--- src/hdl/dlic_pkg.sv ---
// package: register map, bit map and carrier types of the dual-level interrupt controller
// Operation
// - all level registers share one bit map; bit0 summary, bit1 soft, bits2-5 timers
// - bits 7-14 and 16-18 carry the remaining peripheral sources in fixed order
// - raw status follows each source request level and is read-only
// - normal enable bit 1 lets a source raise the normal request, 0 blocks it
// - enable-clear is write-only; each written 1 clears that enable bit only
// - masked status is read-only and equals raw status AND enable mask outside the summary and soft bits
// - all 32 normal masked bits are OR-ed into the normal request line
// - no priority encoding and no vector; software picks the source
// - fast level has its own raw, enable, clear and masked registers
// - fast line is OR of fast masked bits 31..1, also shown as bit 0
// - writing 1 to a fast enable bit clears the same normal enable bit
// - writing 1 to a normal enable bit clears the same fast enable bit
// - a source may be disabled on both levels at once
// - soft interrupts are non-maskable, injected via the soft config register
// - soft config bit 2 drives bit 1 of fast raw and fast masked status
// - soft config bit 1 drives bit 1 of normal raw and masked; others reserved
// - bit 1 has no effect in enable and enable-clear registers
// - enabled interrupt in power-down with core recognition off wakes peripherals only
package dlic_pkg;
  localparam int unsigned AW = 8;
  localparam int unsigned DW = 32;
  localparam int unsigned NSRC = 15;
  localparam logic [AW-1:0] OFF_IRQ_RAW = 8'h00;
  localparam logic [AW-1:0] OFF_IRQ_EN = 8'h04;
  localparam logic [AW-1:0] OFF_IRQ_CLR = 8'h08;
  localparam logic [AW-1:0] OFF_IRQ_MSK = 8'h0C;
  localparam logic [AW-1:0] OFF_FIQ_RAW = 8'h10;
  localparam logic [AW-1:0] OFF_FIQ_EN = 8'h14;
  localparam logic [AW-1:0] OFF_FIQ_CLR = 8'h18;
  localparam logic [AW-1:0] OFF_FIQ_MSK = 8'h1C;
  localparam logic [AW-1:0] OFF_SOFT_CFG = 8'h20;
  localparam logic [AW-1:0] WORD_MASK = 8'hFC;
  localparam int unsigned BIT_SUM = 0;
  localparam int unsigned BIT_SOFT = 1;
  localparam int unsigned CFG_SOFT_IRQ = 1;
  localparam int unsigned CFG_SOFT_FIQ = 2;
  localparam logic [DW-1:0] SRC_MASK = 32'h0007_7FBC; // bits 6,15 stay zero
  localparam logic [DW-1:0] CFG_MASK = 32'h0000_0006;
  localparam logic [DW-1:0] ZERO32 = 32'h0000_0000;
  localparam logic [1:0] RESP_OKAY = 2'h0;
  localparam logic [1:0] RESP_SLVERR = 2'h2;
  localparam logic [7:0] PWR_PERIPH_ONLY = 8'h71;
  localparam logic [7:0] PWR_NONE = 8'h00;

  // source index to map position: timers, then gap at 6, then gap at 15
  function automatic int unsigned src_bit(input int unsigned i);
    if (i < 4) begin
      return i + 2;
    end else if (i < 12) begin
      return i + 3;
    end else begin
      return i + 4;
    end
  endfunction

  // peripheral requests, timer0 in the lowest bit
  typedef struct packed {
    logic ext_in5;
    logic ext_in4;
    logic high_volt;
    logic ext_in1;
    logic ext_in0;
    logic spi;
    logic uart;
    logic converter;
    logic pll_lock;
    logic flash;
    logic serial_bus;
    logic [3:0] timer;
  } dlic_src_s;

  // axi4-lite master to slave
  typedef struct packed {
    logic awvalid;
    logic [AW-1:0] awaddr;
    logic wvalid;
    logic [DW-1:0] wdata;
    logic [3:0] wstrb;
    logic bready;
    logic arvalid;
    logic [AW-1:0] araddr;
    logic rready;
  } dlic_axi_req_s;

  // axi4-lite slave to master
  typedef struct packed {
    logic awready;
    logic wready;
    logic bvalid;
    logic [1:0] bresp;
    logic arready;
    logic rvalid;
    logic [DW-1:0] rdata;
    logic [1:0] rresp;
  } dlic_axi_rsp_s;
endpackage

--- src/hdl/dlic_sync.sv ---
// two-stage synchroniser for a vector of source request levels
`timescale 1ns/1ns
`default_nettype none
module dlic_sync #(
  parameter int unsigned W = 15
) (
  input wire logic clk_sys, // system clock
  input wire logic rst, // synchronous reset, active high
  input wire logic [W-1:0] d, // asynchronous levels
  output logic [W-1:0] q // synchronised levels
);
  typedef struct packed {
    logic [W-1:0] meta;
    logic [W-1:0] stable;
  } dlic_sync_s;

  dlic_sync_s s;
  dlic_sync_s next_s;

  // first stage feeds only the second stage
  always_comb begin
    next_s.meta = d;
    next_s.stable = s.meta;
  end

  always_ff @(posedge clk_sys) begin
    if (rst) begin
      s <= '0;
    end else begin
      s <= next_s;
    end
  end

  assign q = s.stable;
endmodule
`default_nettype wire

--- src/hdl/dlic_reqline.sv ---
// registered OR of a masked status word into one request level
`timescale 1ns/1ns
`default_nettype none
module dlic_reqline #(
  parameter int unsigned LO = 0
) (
  input wire logic clk_sys, // system clock
  input wire logic rst, // synchronous reset, active high
  input wire logic [31:0] masked, // masked status word
  output logic req // request level to the core
);
  typedef struct packed {
    logic req;
  } dlic_req_s;

  dlic_req_s s;
  dlic_req_s next_s;

  // plain OR, no priority or vector
  always_comb begin
    next_s.req = |masked[31:LO];
  end

  always_ff @(posedge clk_sys) begin
    if (rst) begin
      s <= '0;
    end else begin
      s <= next_s;
    end
  end

  assign req = s.req;
endmodule
`default_nettype wire

--- src/hdl/dlic_top.sv ---
// dual-level interrupt controller with axi4-lite register slave
`timescale 1ns/1ns
`default_nettype none
module dlic_top (
  input wire logic clk_sys, // system clock, 100 MHz
  input wire logic rst, // synchronous reset, active high
  input wire dlic_pkg::dlic_axi_req_s axi_req, // bus master signals
  output dlic_pkg::dlic_axi_rsp_s axi_rsp, // bus slave signals
  input wire dlic_pkg::dlic_src_s src, // peripheral request levels
  input wire logic power_down, // device is in power-down
  input wire logic core_irq_off, // core interrupt recognition off
  output logic irq_req, // normal request level to the core
  output logic fiq_req, // fast request level to the core
  output logic periph_wake, // one-cycle peripheral wake pulse
  output logic core_hold, // core kept down until reset
  output logic [7:0] power_ctl // power setting applied at wake
);
  typedef struct packed {
    logic aw_have;
    logic [dlic_pkg::AW-1:0] aw_addr;
    logic w_have;
    logic [dlic_pkg::DW-1:0] w_data;
    logic [3:0] w_strb;
    logic awready;
    logic wready;
    logic bvalid;
    logic [1:0] bresp;
    logic arready;
    logic rvalid;
    logic [dlic_pkg::DW-1:0] rdata;
    logic [1:0] rresp;
    logic [dlic_pkg::DW-1:0] irq_en;
    logic [dlic_pkg::DW-1:0] fiq_en;
    logic [dlic_pkg::DW-1:0] soft_cfg;
    logic wake;
    logic hold;
    logic [7:0] pctl;
  } dlic_state_s;

  dlic_state_s s;
  dlic_state_s next_s;

  logic [dlic_pkg::NSRC-1:0] src_sync;
  logic [dlic_pkg::DW-1:0] src_map;
  logic [dlic_pkg::DW-1:0] irq_raw;
  logic [dlic_pkg::DW-1:0] irq_masked;
  logic [dlic_pkg::DW-1:0] fiq_raw;
  logic [dlic_pkg::DW-1:0] fiq_masked;
  logic [dlic_pkg::DW-1:0] fiq_hi;
  logic [dlic_pkg::DW-1:0] byte_mask;
  logic [dlic_pkg::DW-1:0] wr_ones;
  logic fiq_sum;
  logic wr_fire;
  logic [dlic_pkg::AW-1:0] wr_word;
  logic [dlic_pkg::AW-1:0] rd_word;
  logic soft_irq;
  logic soft_fiq;

  // sources may come from other domains or pins, so they are synchronised;
  // a request shorter than one clk_sys period can be lost
  dlic_sync #(
    .W(dlic_pkg::NSRC)
  ) u_sync (
    .clk_sys(clk_sys),
    .rst(rst),
    .d(src),
    .q(src_sync)
  );

  // place each source at its bit of the shared map
  generate
    for (genvar i = 0; i < 32; i++) begin : g_map
      if (i == 0 || i == 1 || i == 6 || i == 15 || i > 18) begin : g_zero
        assign src_map[i] = 1'b0;
      end else begin : g_src
        localparam int unsigned K = (i < 6) ? i - 2 : ((i < 15) ? i - 3 : i - 4);
        assign src_map[dlic_pkg::src_bit(K)] = src_sync[K];
      end
    end
  endgenerate

  // write strobes widen into a bit mask
  generate
    for (genvar b = 0; b < 4; b++) begin : g_strb
      assign byte_mask[b*8 +: 8] = {8{s.w_strb[b]}};
    end
  endgenerate

  assign soft_irq = s.soft_cfg[dlic_pkg::CFG_SOFT_IRQ];
  assign soft_fiq = s.soft_cfg[dlic_pkg::CFG_SOFT_FIQ];

  // status words; soft bits bypass the enables since they are non-maskable
  always_comb begin
    fiq_hi = (src_map & s.fiq_en);
    fiq_hi[dlic_pkg::BIT_SOFT] = soft_fiq;
    fiq_sum = |fiq_hi[31:1];
    irq_raw = src_map;
    irq_raw[dlic_pkg::BIT_SOFT] = soft_irq;
    irq_raw[dlic_pkg::BIT_SUM] = fiq_sum;
    fiq_raw = src_map;
    fiq_raw[dlic_pkg::BIT_SOFT] = soft_fiq;
    fiq_raw[dlic_pkg::BIT_SUM] = fiq_sum;
    irq_masked = src_map & s.irq_en;
    irq_masked[dlic_pkg::BIT_SOFT] = soft_irq;
    fiq_masked = fiq_hi;
    fiq_masked[dlic_pkg::BIT_SUM] = fiq_sum;
  end

  assign wr_fire = s.aw_have && s.w_have && !s.bvalid;
  assign wr_word = s.aw_addr & dlic_pkg::WORD_MASK;
  assign rd_word = axi_req.araddr & dlic_pkg::WORD_MASK;
  // enable bits exist only for real sources, so bit 1 is inert
  assign wr_ones = s.w_data & byte_mask & dlic_pkg::SRC_MASK;

  // bus slave, register writes and the power-down wake
  always_comb begin
    next_s = s;
    next_s.wake = 1'b0;
    if (axi_req.awvalid && s.awready) begin
      next_s.aw_have = 1'b1;
      next_s.aw_addr = axi_req.awaddr;
    end
    if (axi_req.wvalid && s.wready) begin
      next_s.w_have = 1'b1;
      next_s.w_data = axi_req.wdata;
      next_s.w_strb = axi_req.wstrb;
    end
    if (s.bvalid && axi_req.bready) begin
      next_s.bvalid = 1'b0;
    end
    // both halves held: apply the write and answer
    if (wr_fire) begin
      next_s.aw_have = 1'b0;
      next_s.w_have = 1'b0;
      next_s.bvalid = 1'b1;
      next_s.bresp = dlic_pkg::RESP_OKAY;
      case (wr_word)
        dlic_pkg::OFF_IRQ_EN: begin
          next_s.irq_en = s.irq_en | wr_ones;
          next_s.fiq_en = s.fiq_en & ~wr_ones;
        end
        dlic_pkg::OFF_FIQ_EN: begin
          next_s.fiq_en = s.fiq_en | wr_ones;
          next_s.irq_en = s.irq_en & ~wr_ones;
        end
        // clearing both masks is allowed at any time
        dlic_pkg::OFF_IRQ_CLR: begin
          next_s.irq_en = s.irq_en & ~wr_ones;
        end
        dlic_pkg::OFF_FIQ_CLR: begin
          next_s.fiq_en = s.fiq_en & ~wr_ones;
        end
        dlic_pkg::OFF_SOFT_CFG: begin
          next_s.soft_cfg = ((s.soft_cfg & ~byte_mask) | (s.w_data & byte_mask))
                            & dlic_pkg::CFG_MASK;
        end
        // status registers are read-only: write is accepted and dropped
        dlic_pkg::OFF_IRQ_RAW, dlic_pkg::OFF_IRQ_MSK,
        dlic_pkg::OFF_FIQ_RAW, dlic_pkg::OFF_FIQ_MSK: begin
          next_s.bresp = dlic_pkg::RESP_OKAY;
        end
        default: begin
          next_s.bresp = dlic_pkg::RESP_SLVERR;
        end
      endcase
    end
    if (s.rvalid && axi_req.rready) begin
      next_s.rvalid = 1'b0;
    end
    // read answers one cycle after the address is taken
    if (axi_req.arvalid && s.arready) begin
      next_s.rvalid = 1'b1;
      next_s.rresp = dlic_pkg::RESP_OKAY;
      case (rd_word)
        dlic_pkg::OFF_IRQ_RAW: next_s.rdata = irq_raw;
        dlic_pkg::OFF_IRQ_EN: next_s.rdata = s.irq_en;
        dlic_pkg::OFF_IRQ_MSK: next_s.rdata = irq_masked;
        dlic_pkg::OFF_FIQ_RAW: next_s.rdata = fiq_raw;
        dlic_pkg::OFF_FIQ_EN: next_s.rdata = s.fiq_en;
        dlic_pkg::OFF_FIQ_MSK: next_s.rdata = fiq_masked;
        dlic_pkg::OFF_SOFT_CFG: next_s.rdata = s.soft_cfg;
        // clear registers are write-only and read back as zero
        dlic_pkg::OFF_IRQ_CLR, dlic_pkg::OFF_FIQ_CLR: next_s.rdata = dlic_pkg::ZERO32;
        default: begin
          next_s.rdata = dlic_pkg::ZERO32;
          next_s.rresp = dlic_pkg::RESP_SLVERR;
        end
      endcase
    end
    // ready only while nothing is parked, so one write and one read at a time
    next_s.awready = !next_s.aw_have && !next_s.bvalid;
    next_s.wready = !next_s.w_have && !next_s.bvalid;
    next_s.arready = !next_s.rvalid;
    // core stays down once woken with recognition off; only reset frees it
    if (power_down && core_irq_off && !s.hold && ((|irq_masked) || fiq_sum)) begin
      next_s.wake = 1'b1;
      next_s.hold = 1'b1;
      next_s.pctl = dlic_pkg::PWR_PERIPH_ONLY;
    end
  end

  always_ff @(posedge clk_sys) begin
    if (rst) begin
      s <= '0;
    end else begin
      s <= next_s;
    end
  end

  // the two request lines to the core
  dlic_reqline #(
    .LO(0)
  ) u_irq_line (
    .clk_sys(clk_sys),
    .rst(rst),
    .masked(irq_masked),
    .req(irq_req)
  );

  dlic_reqline #(
    .LO(1)
  ) u_fiq_line (
    .clk_sys(clk_sys),
    .rst(rst),
    .masked(fiq_masked),
    .req(fiq_req)
  );

  // outputs from state flip-flops
  assign axi_rsp.awready = s.awready;
  assign axi_rsp.wready = s.wready;
  assign axi_rsp.bvalid = s.bvalid;
  assign axi_rsp.bresp = s.bresp;
  assign axi_rsp.arready = s.arready;
  assign axi_rsp.rvalid = s.rvalid;
  assign axi_rsp.rdata = s.rdata;
  assign axi_rsp.rresp = s.rresp;
  assign periph_wake = s.wake;
  assign core_hold = s.hold;
  assign power_ctl = s.pctl;
endmodule
`default_nettype wire

--- config.mk ---
export PLATFORM = sky130hd
export DESIGN_NAME = dlic_top
export DESIGN_NICKNAME = d
export VERILOG_FILES = /design/src/hdl/dlic_pkg.sv /design/src/hdl/dlic_sync.sv /design/src/hdl/dlic_reqline.sv /design/src/hdl/dlic_top.sv
export SDC_FILE = /design/constraint.sdc
export NUM_CORES = 1
export LEC_CHECK = 0
export ABC_AREA = 1
export ABC_CLOCK_PERIOD_IN_PS = 1800
export BUFFER_PORTS_ARGS = -buffer_cell sky130_fd_sc_hd__buf_2
export CORE_ASPECT_RATIO = 1.5
export CORE_UTILIZATION = 35
export CTS_CLUSTER_DIAMETER = 150
export DETAILED_ROUTE_END_ITERATION = 10
export SETUP_SLACK_MARGIN = 0.15
export SLEW_MARGIN = 0
export SYNTH_ARGS = -nofsm -noshare
export SYNTH_HDL_FRONTEND = slang
export SYNTH_SLANG_ARGS = --single-unit
--- constraint.sdc ---
create_clock -name clk_sys -period 1.8 [get_ports clk_sys]
set_clock_uncertainty 0.2 [all_clocks]
set_input_delay 0.18 -clock clk_sys [delete_from_list [all_inputs] [get_ports clk_sys]]
set_output_delay 0.18 -clock clk_sys [all_outputs]
set_load 0.1 [all_outputs]
Word-level counts from Yosys, hierarchy flattened. Cells that the tools add are included.

Bits in registers: 188. Bits in latches: 0. RAM bits: 0. Memory bits (read-only): 0. Output and inout port bits: 53. Word-level logic and storage cells: 96. Memories kept: 0.

$add $sub $neg: 0. $mul: 0. Div/mod/pow operators: 0. Order comparisons: 0. Eq/ne operators: 16. Shift operators: 0. Muxes and demuxes: 14. Bitwise operators: 11. Reductions and logical operators: 32.

Operators with widths (number): case mux 32 bit (7 select lines) (1); case mux 32 bit (2 select lines) (2); AND 19 x 32 -> 32 bit (2); AND 32 bit (2); bitwise OR 32 x 19 -> 32 bit (2); == test 6 x 3 -> 1 bit, second input constant (8); 2-to-1 mux 37 bit (1); 2-to-1 mux 35 bit (1); inverter 19 -> 32 bit (1); OR reduction 32 bit (1); OR reduction 31 bit (1); == test 6 x 2 -> 1 bit, second input constant (4); AND 19 bit (1); OR reduction 9 bit (2); logical NOT 8 bit (2); == test 6 x 1 -> 1 bit, second input constant (2); == test 6 x 4 -> 1 bit, second input constant (2); logical AND 1 bit (12); 2-to-1 mux 10 bit (1); 2-to-1 mux 9 bit (1); logical NOT 1 bit (6); AND reduction 2 bit (3); 2-to-1 mux 1 bit (4); 2-to-1 mux 2 bit (2); 7 further kinds (9).

Longest topological paths before layout.
Depth after elaboration: 6. Gate-level depth with buffers: 10. Depth with buffers taken out: 10.

Cells and area by module. From an unflattened synthesis, not the netlist that was laid out.

Cells, all modules: 948. Area total of the unflattened synthesis: 6242.2 um2.

By module, submodules not included: dlic_top (times used 1, cells each 789, area an instance 5102.4 um2); dlic_sync (times used 1, cells each 93, area an instance 859.6 um2); dlic_reqline (times used 2, cells each 33, area an instance 140.1 um2).

Least setup slack after synthesis. Ideal clock, no wire load.

Path type: register to output. Start: register, netlist name core_hold. End: output port power_ctl[0]. Data arrival time: 1.445 ns. Data required time: 1.420 ns. Path slack: -0.025 ns. Cell stages (with the launch flop): 2. Path buffers: 1. Cells stage by stage: dfxtp_1 buf_4.

RTL lines: to (decl) (line dlic_top.sv:16) `output logic [7:0] power_ctl`.

==> key figures <==
Outcome
  • Status: finished clean

Die
  • DIE AREA: 16890 µm²
  • Die Wd: between 100 and 150 µm
  • Cell Rows: 56
  • Core area: 15840 µm²
  • Die height: 158.7 µm
  • Initial Utilization: 0.3617
  • # IOs: 129

Critical path
  • Worst reg2reg setup slack: ~0.17 ns
  • Worst Path Max Fanout: 7
  • Critical path class: flop to flop
  • Reg2reg start: s[190]$_SDFFE_PP0P_
  • Critical Path End Type: flop
  • Worst EP required: approximately 1.9 ns
  • FF-to-FF path depth: 8
  • CP Data Arrival Time: 1.73 ns
  • CP startpoint kind: flop

Detailed routing
  • WL final: 15.18 mm
  • Post-route ant nets: 0
  • Remaining DRCs: 0
  • DR WL/cell: between 10 and 15 µm
  • Vias: 5511
  • DR iter-0 viols: 289
  • Pre-antenna DRT Iters: 5
  • Vias/cell: between 4 and 5

Clock network
  • H-tree depth: 4
  • Cts bufs inserted: 17
  • Root buf cell: clkbuf_16
  • CTS tree: done
  • Clock sink total: 117
  • CTS Buffer Depth: 2
  • Worst skew pair latency: 0.42 ns
  • Clock transition at the registers of the reported paths: 0.06 ns

Timing
  • Setup violations, final: 0
  • RSZ-0062 raised after global routing: yes
  • Final min period: ~1.6 ns
  • Final max-slew violation count: 0
  • Final Hold Violating Endpoints: 0
  • Fin crit share: 0.9068
  • Max-slew headroom: 0.6575
  • F_max: roughly 600 MHz
  • Setup TNS: 0 ns
  • Worst slew pin tran: 0.5172 ns

Placed design
  • Port bufs: between 80 and 90
  • Detailed placement HPWL: approximately 11 mm
  • Placed cell count: 1098
  • Gpl congestion: 0.8845

Logic synthesis
  • Yosys top cell by area: dfxtp_1
  • Post-synth EDFFs: 0
  • Yosys synthesis warning count: 0
  • Top-count cell post-synth: nand2_1
  • Seq/Total Area, Yosys: 0.4089
  • Syn_area_per_cell: roughly 6.7 µm²
  • Synth Register Bits: 117
  • Synth cell count leaders: nand2_1, nor2_1, dfxtp_1
  • Area contributors post-synth: dfxtp_1, nand2_1, nor2_1, buf_4, inv_1
  • Cell count after synthesis: 855
  • Synth top area share: 0.4089
  • Yosys cell types: 26
  • Ys flop type: dfxtp_1
  • FFs w/ async S/R, synth: 0
  • Synth Cell Area: 5728 µm²

Global route
  • Vias in the first global route: around 4800
  • Total gr overflow: 0
  • Initial antenna violation count: 0
  • Overall routing resource usage: 0.1799
  • First-pass GRT wire length: between 20 and 25 mm
  • Largest net degree at the start of global routing: 61

Power and ir drop
  • Tot Pwr: 7.042 mW
  • VDD IR max: 535.0 µV
  • Lkg Pwr: approximately 3.5 nW
  • Pwr Density: roughly 940 nW/µm²

Finish
  • Syn-to-layout area delta: 30.47%
  • Final nets: around 1000
  • Ratio of cells with drive above 1 in the final layout: 0.1872
  • Number of diodes: 0
  • Fin cells: 1186
  • Fin util: 0.4720
  • Fill count: 1639

Flow run
  • Max-cap viol count: 0

Worst hold path
  • Hold path cells: 4
  • Hold endpoint: axi_rsp[19]$_SDFFE_PP0P_
  • Hold WC Path Type: input pin to flop
  • Worst Hold Launch: axi_req[9]
==> layer usage <==
layer / track usage / wire, µm / vias to the layer above
met2: 0.3284 / 7932 / 137
met5: 0 / 0 / -
met3: 0.03397 / 558 / 27
li1: - / - / 2876
met4: 0.09393 / 461 / 0
met1: 0.1966 / 6226 / 2471
==> power by group <==
part           leakage (nW)  switching [mW]  internal [mW]  total (mW)
Clock                 0.295            1.29           2.11        3.41
Combinational          2.26           0.600          0.278       0.878
Sequential            0.957          0.0786           2.68        2.76
==> critical path: stages, from the launching register on <==
cell       delay, ns
dfxtp_2         0.33
nor2_4          0.26
nand3_4         0.15
nand3_4         0.11
buf_4           0.14
clkbuf_16       0.14
nand4_1         0.07
nand2_1         0.07
a21oi_1         0.04
==> cell type report <==
type                            instances  area, µm²  area share
Clock buffer                           18      439.2     0.05876
Clock inverter                         14      162.7     0.02176
Sequential cell                       117       2350      0.3144
Multi-Input combinational cell        561       2608      0.3489
Timing Repair Buffer                  165       1255      0.1679
Tap cell                              203      254.0     0.03399
Inverter                              108      405.4     0.05424
==> metrics by stage <==
step                setup WS (ns)  hold slack (ns)  instance area (µm²)
floorplan                  0.3034          0.08697                 5804
global placement           0.1301           0.1790                 6187
detailed placement         0.1023           0.1873                 6187
CTS                        0.1755          0.02353                 7332
global route              0.08901          0.04419                 7473
finish                     0.1678          0.01271                 7473
==> worst max-delay path by stage <==
| stage | from | to | slack (ns) | cells past startpoint |
|---|---|---|---|---|
| floorplan | s[186]$_SDFFE_PP0P_ | flop | 0.30 | 8 |
| global placement | s[186]$_SDFFE_PP0P_ | flop | 0.13 | 8 |
| detailed placement | s[186]$_SDFFE_PP0P_ | flop | 0.10 | 8 |
| CTS | u_sync.q[3]$_SDFF_PP0_ | core_hold$_SDFFE_PP0P_ | 0.18 | 8 |
| global route | s[190]$_SDFFE_PP0P_ | flop | 0.09 | 7 |
| finish | s[190]$_SDFFE_PP0P_ | flop | 0.17 | 8 |
==> placed cells by master (no fill, tap or decap), types with 3 or more instances in the layout <==
cell,synthesis,routed
a21oi_1,56,55
buf_12,0,6
buf_2,10,82
buf_4,52,21
clkbuf_16,0,18
clkbuf_4,0,4
clkinv_1,4,3
clkinv_4,0,3
conb_1,1,21
dfxtp_1,117,113
dfxtp_2,0,3
dlygate4sd3_1,0,50
inv_1,102,101
inv_2,2,4
inv_6,0,6
nand2_1,185,184
nand3_1,72,66
nand3_2,1,3
nand3_4,0,4
nand4_1,42,42
nor2_1,128,122
nor2_2,5,7
nor2_4,1,5
nor3_1,3,3
o21ai_0,32,32
o21ai_2,8,8
==> what timing repair did <==
action / CTS / global route
hold buffers: 50 / 0
gates resized for setup: 5 / 27
hold endpoints to repair: 50 / 0
cloned: 0 / 2
setup buffers: 3 / 1
endpoints found under the setup margin: 1 / 32
pin swaps: 1 / 9
==> cells by family (layout without fill, tap and decap cells) <==
group,Yosys count,count (layout),synth area share
other,1,21,0.0006547
buffers and inverters,197,305,0.1667
AND/OR/NAND/NOR,442,442,0.3318
AO/OA/AOI/OAI,98,98,0.09196
flip-flops,117,117,0.4089
(Power assumes the default switching activity.)
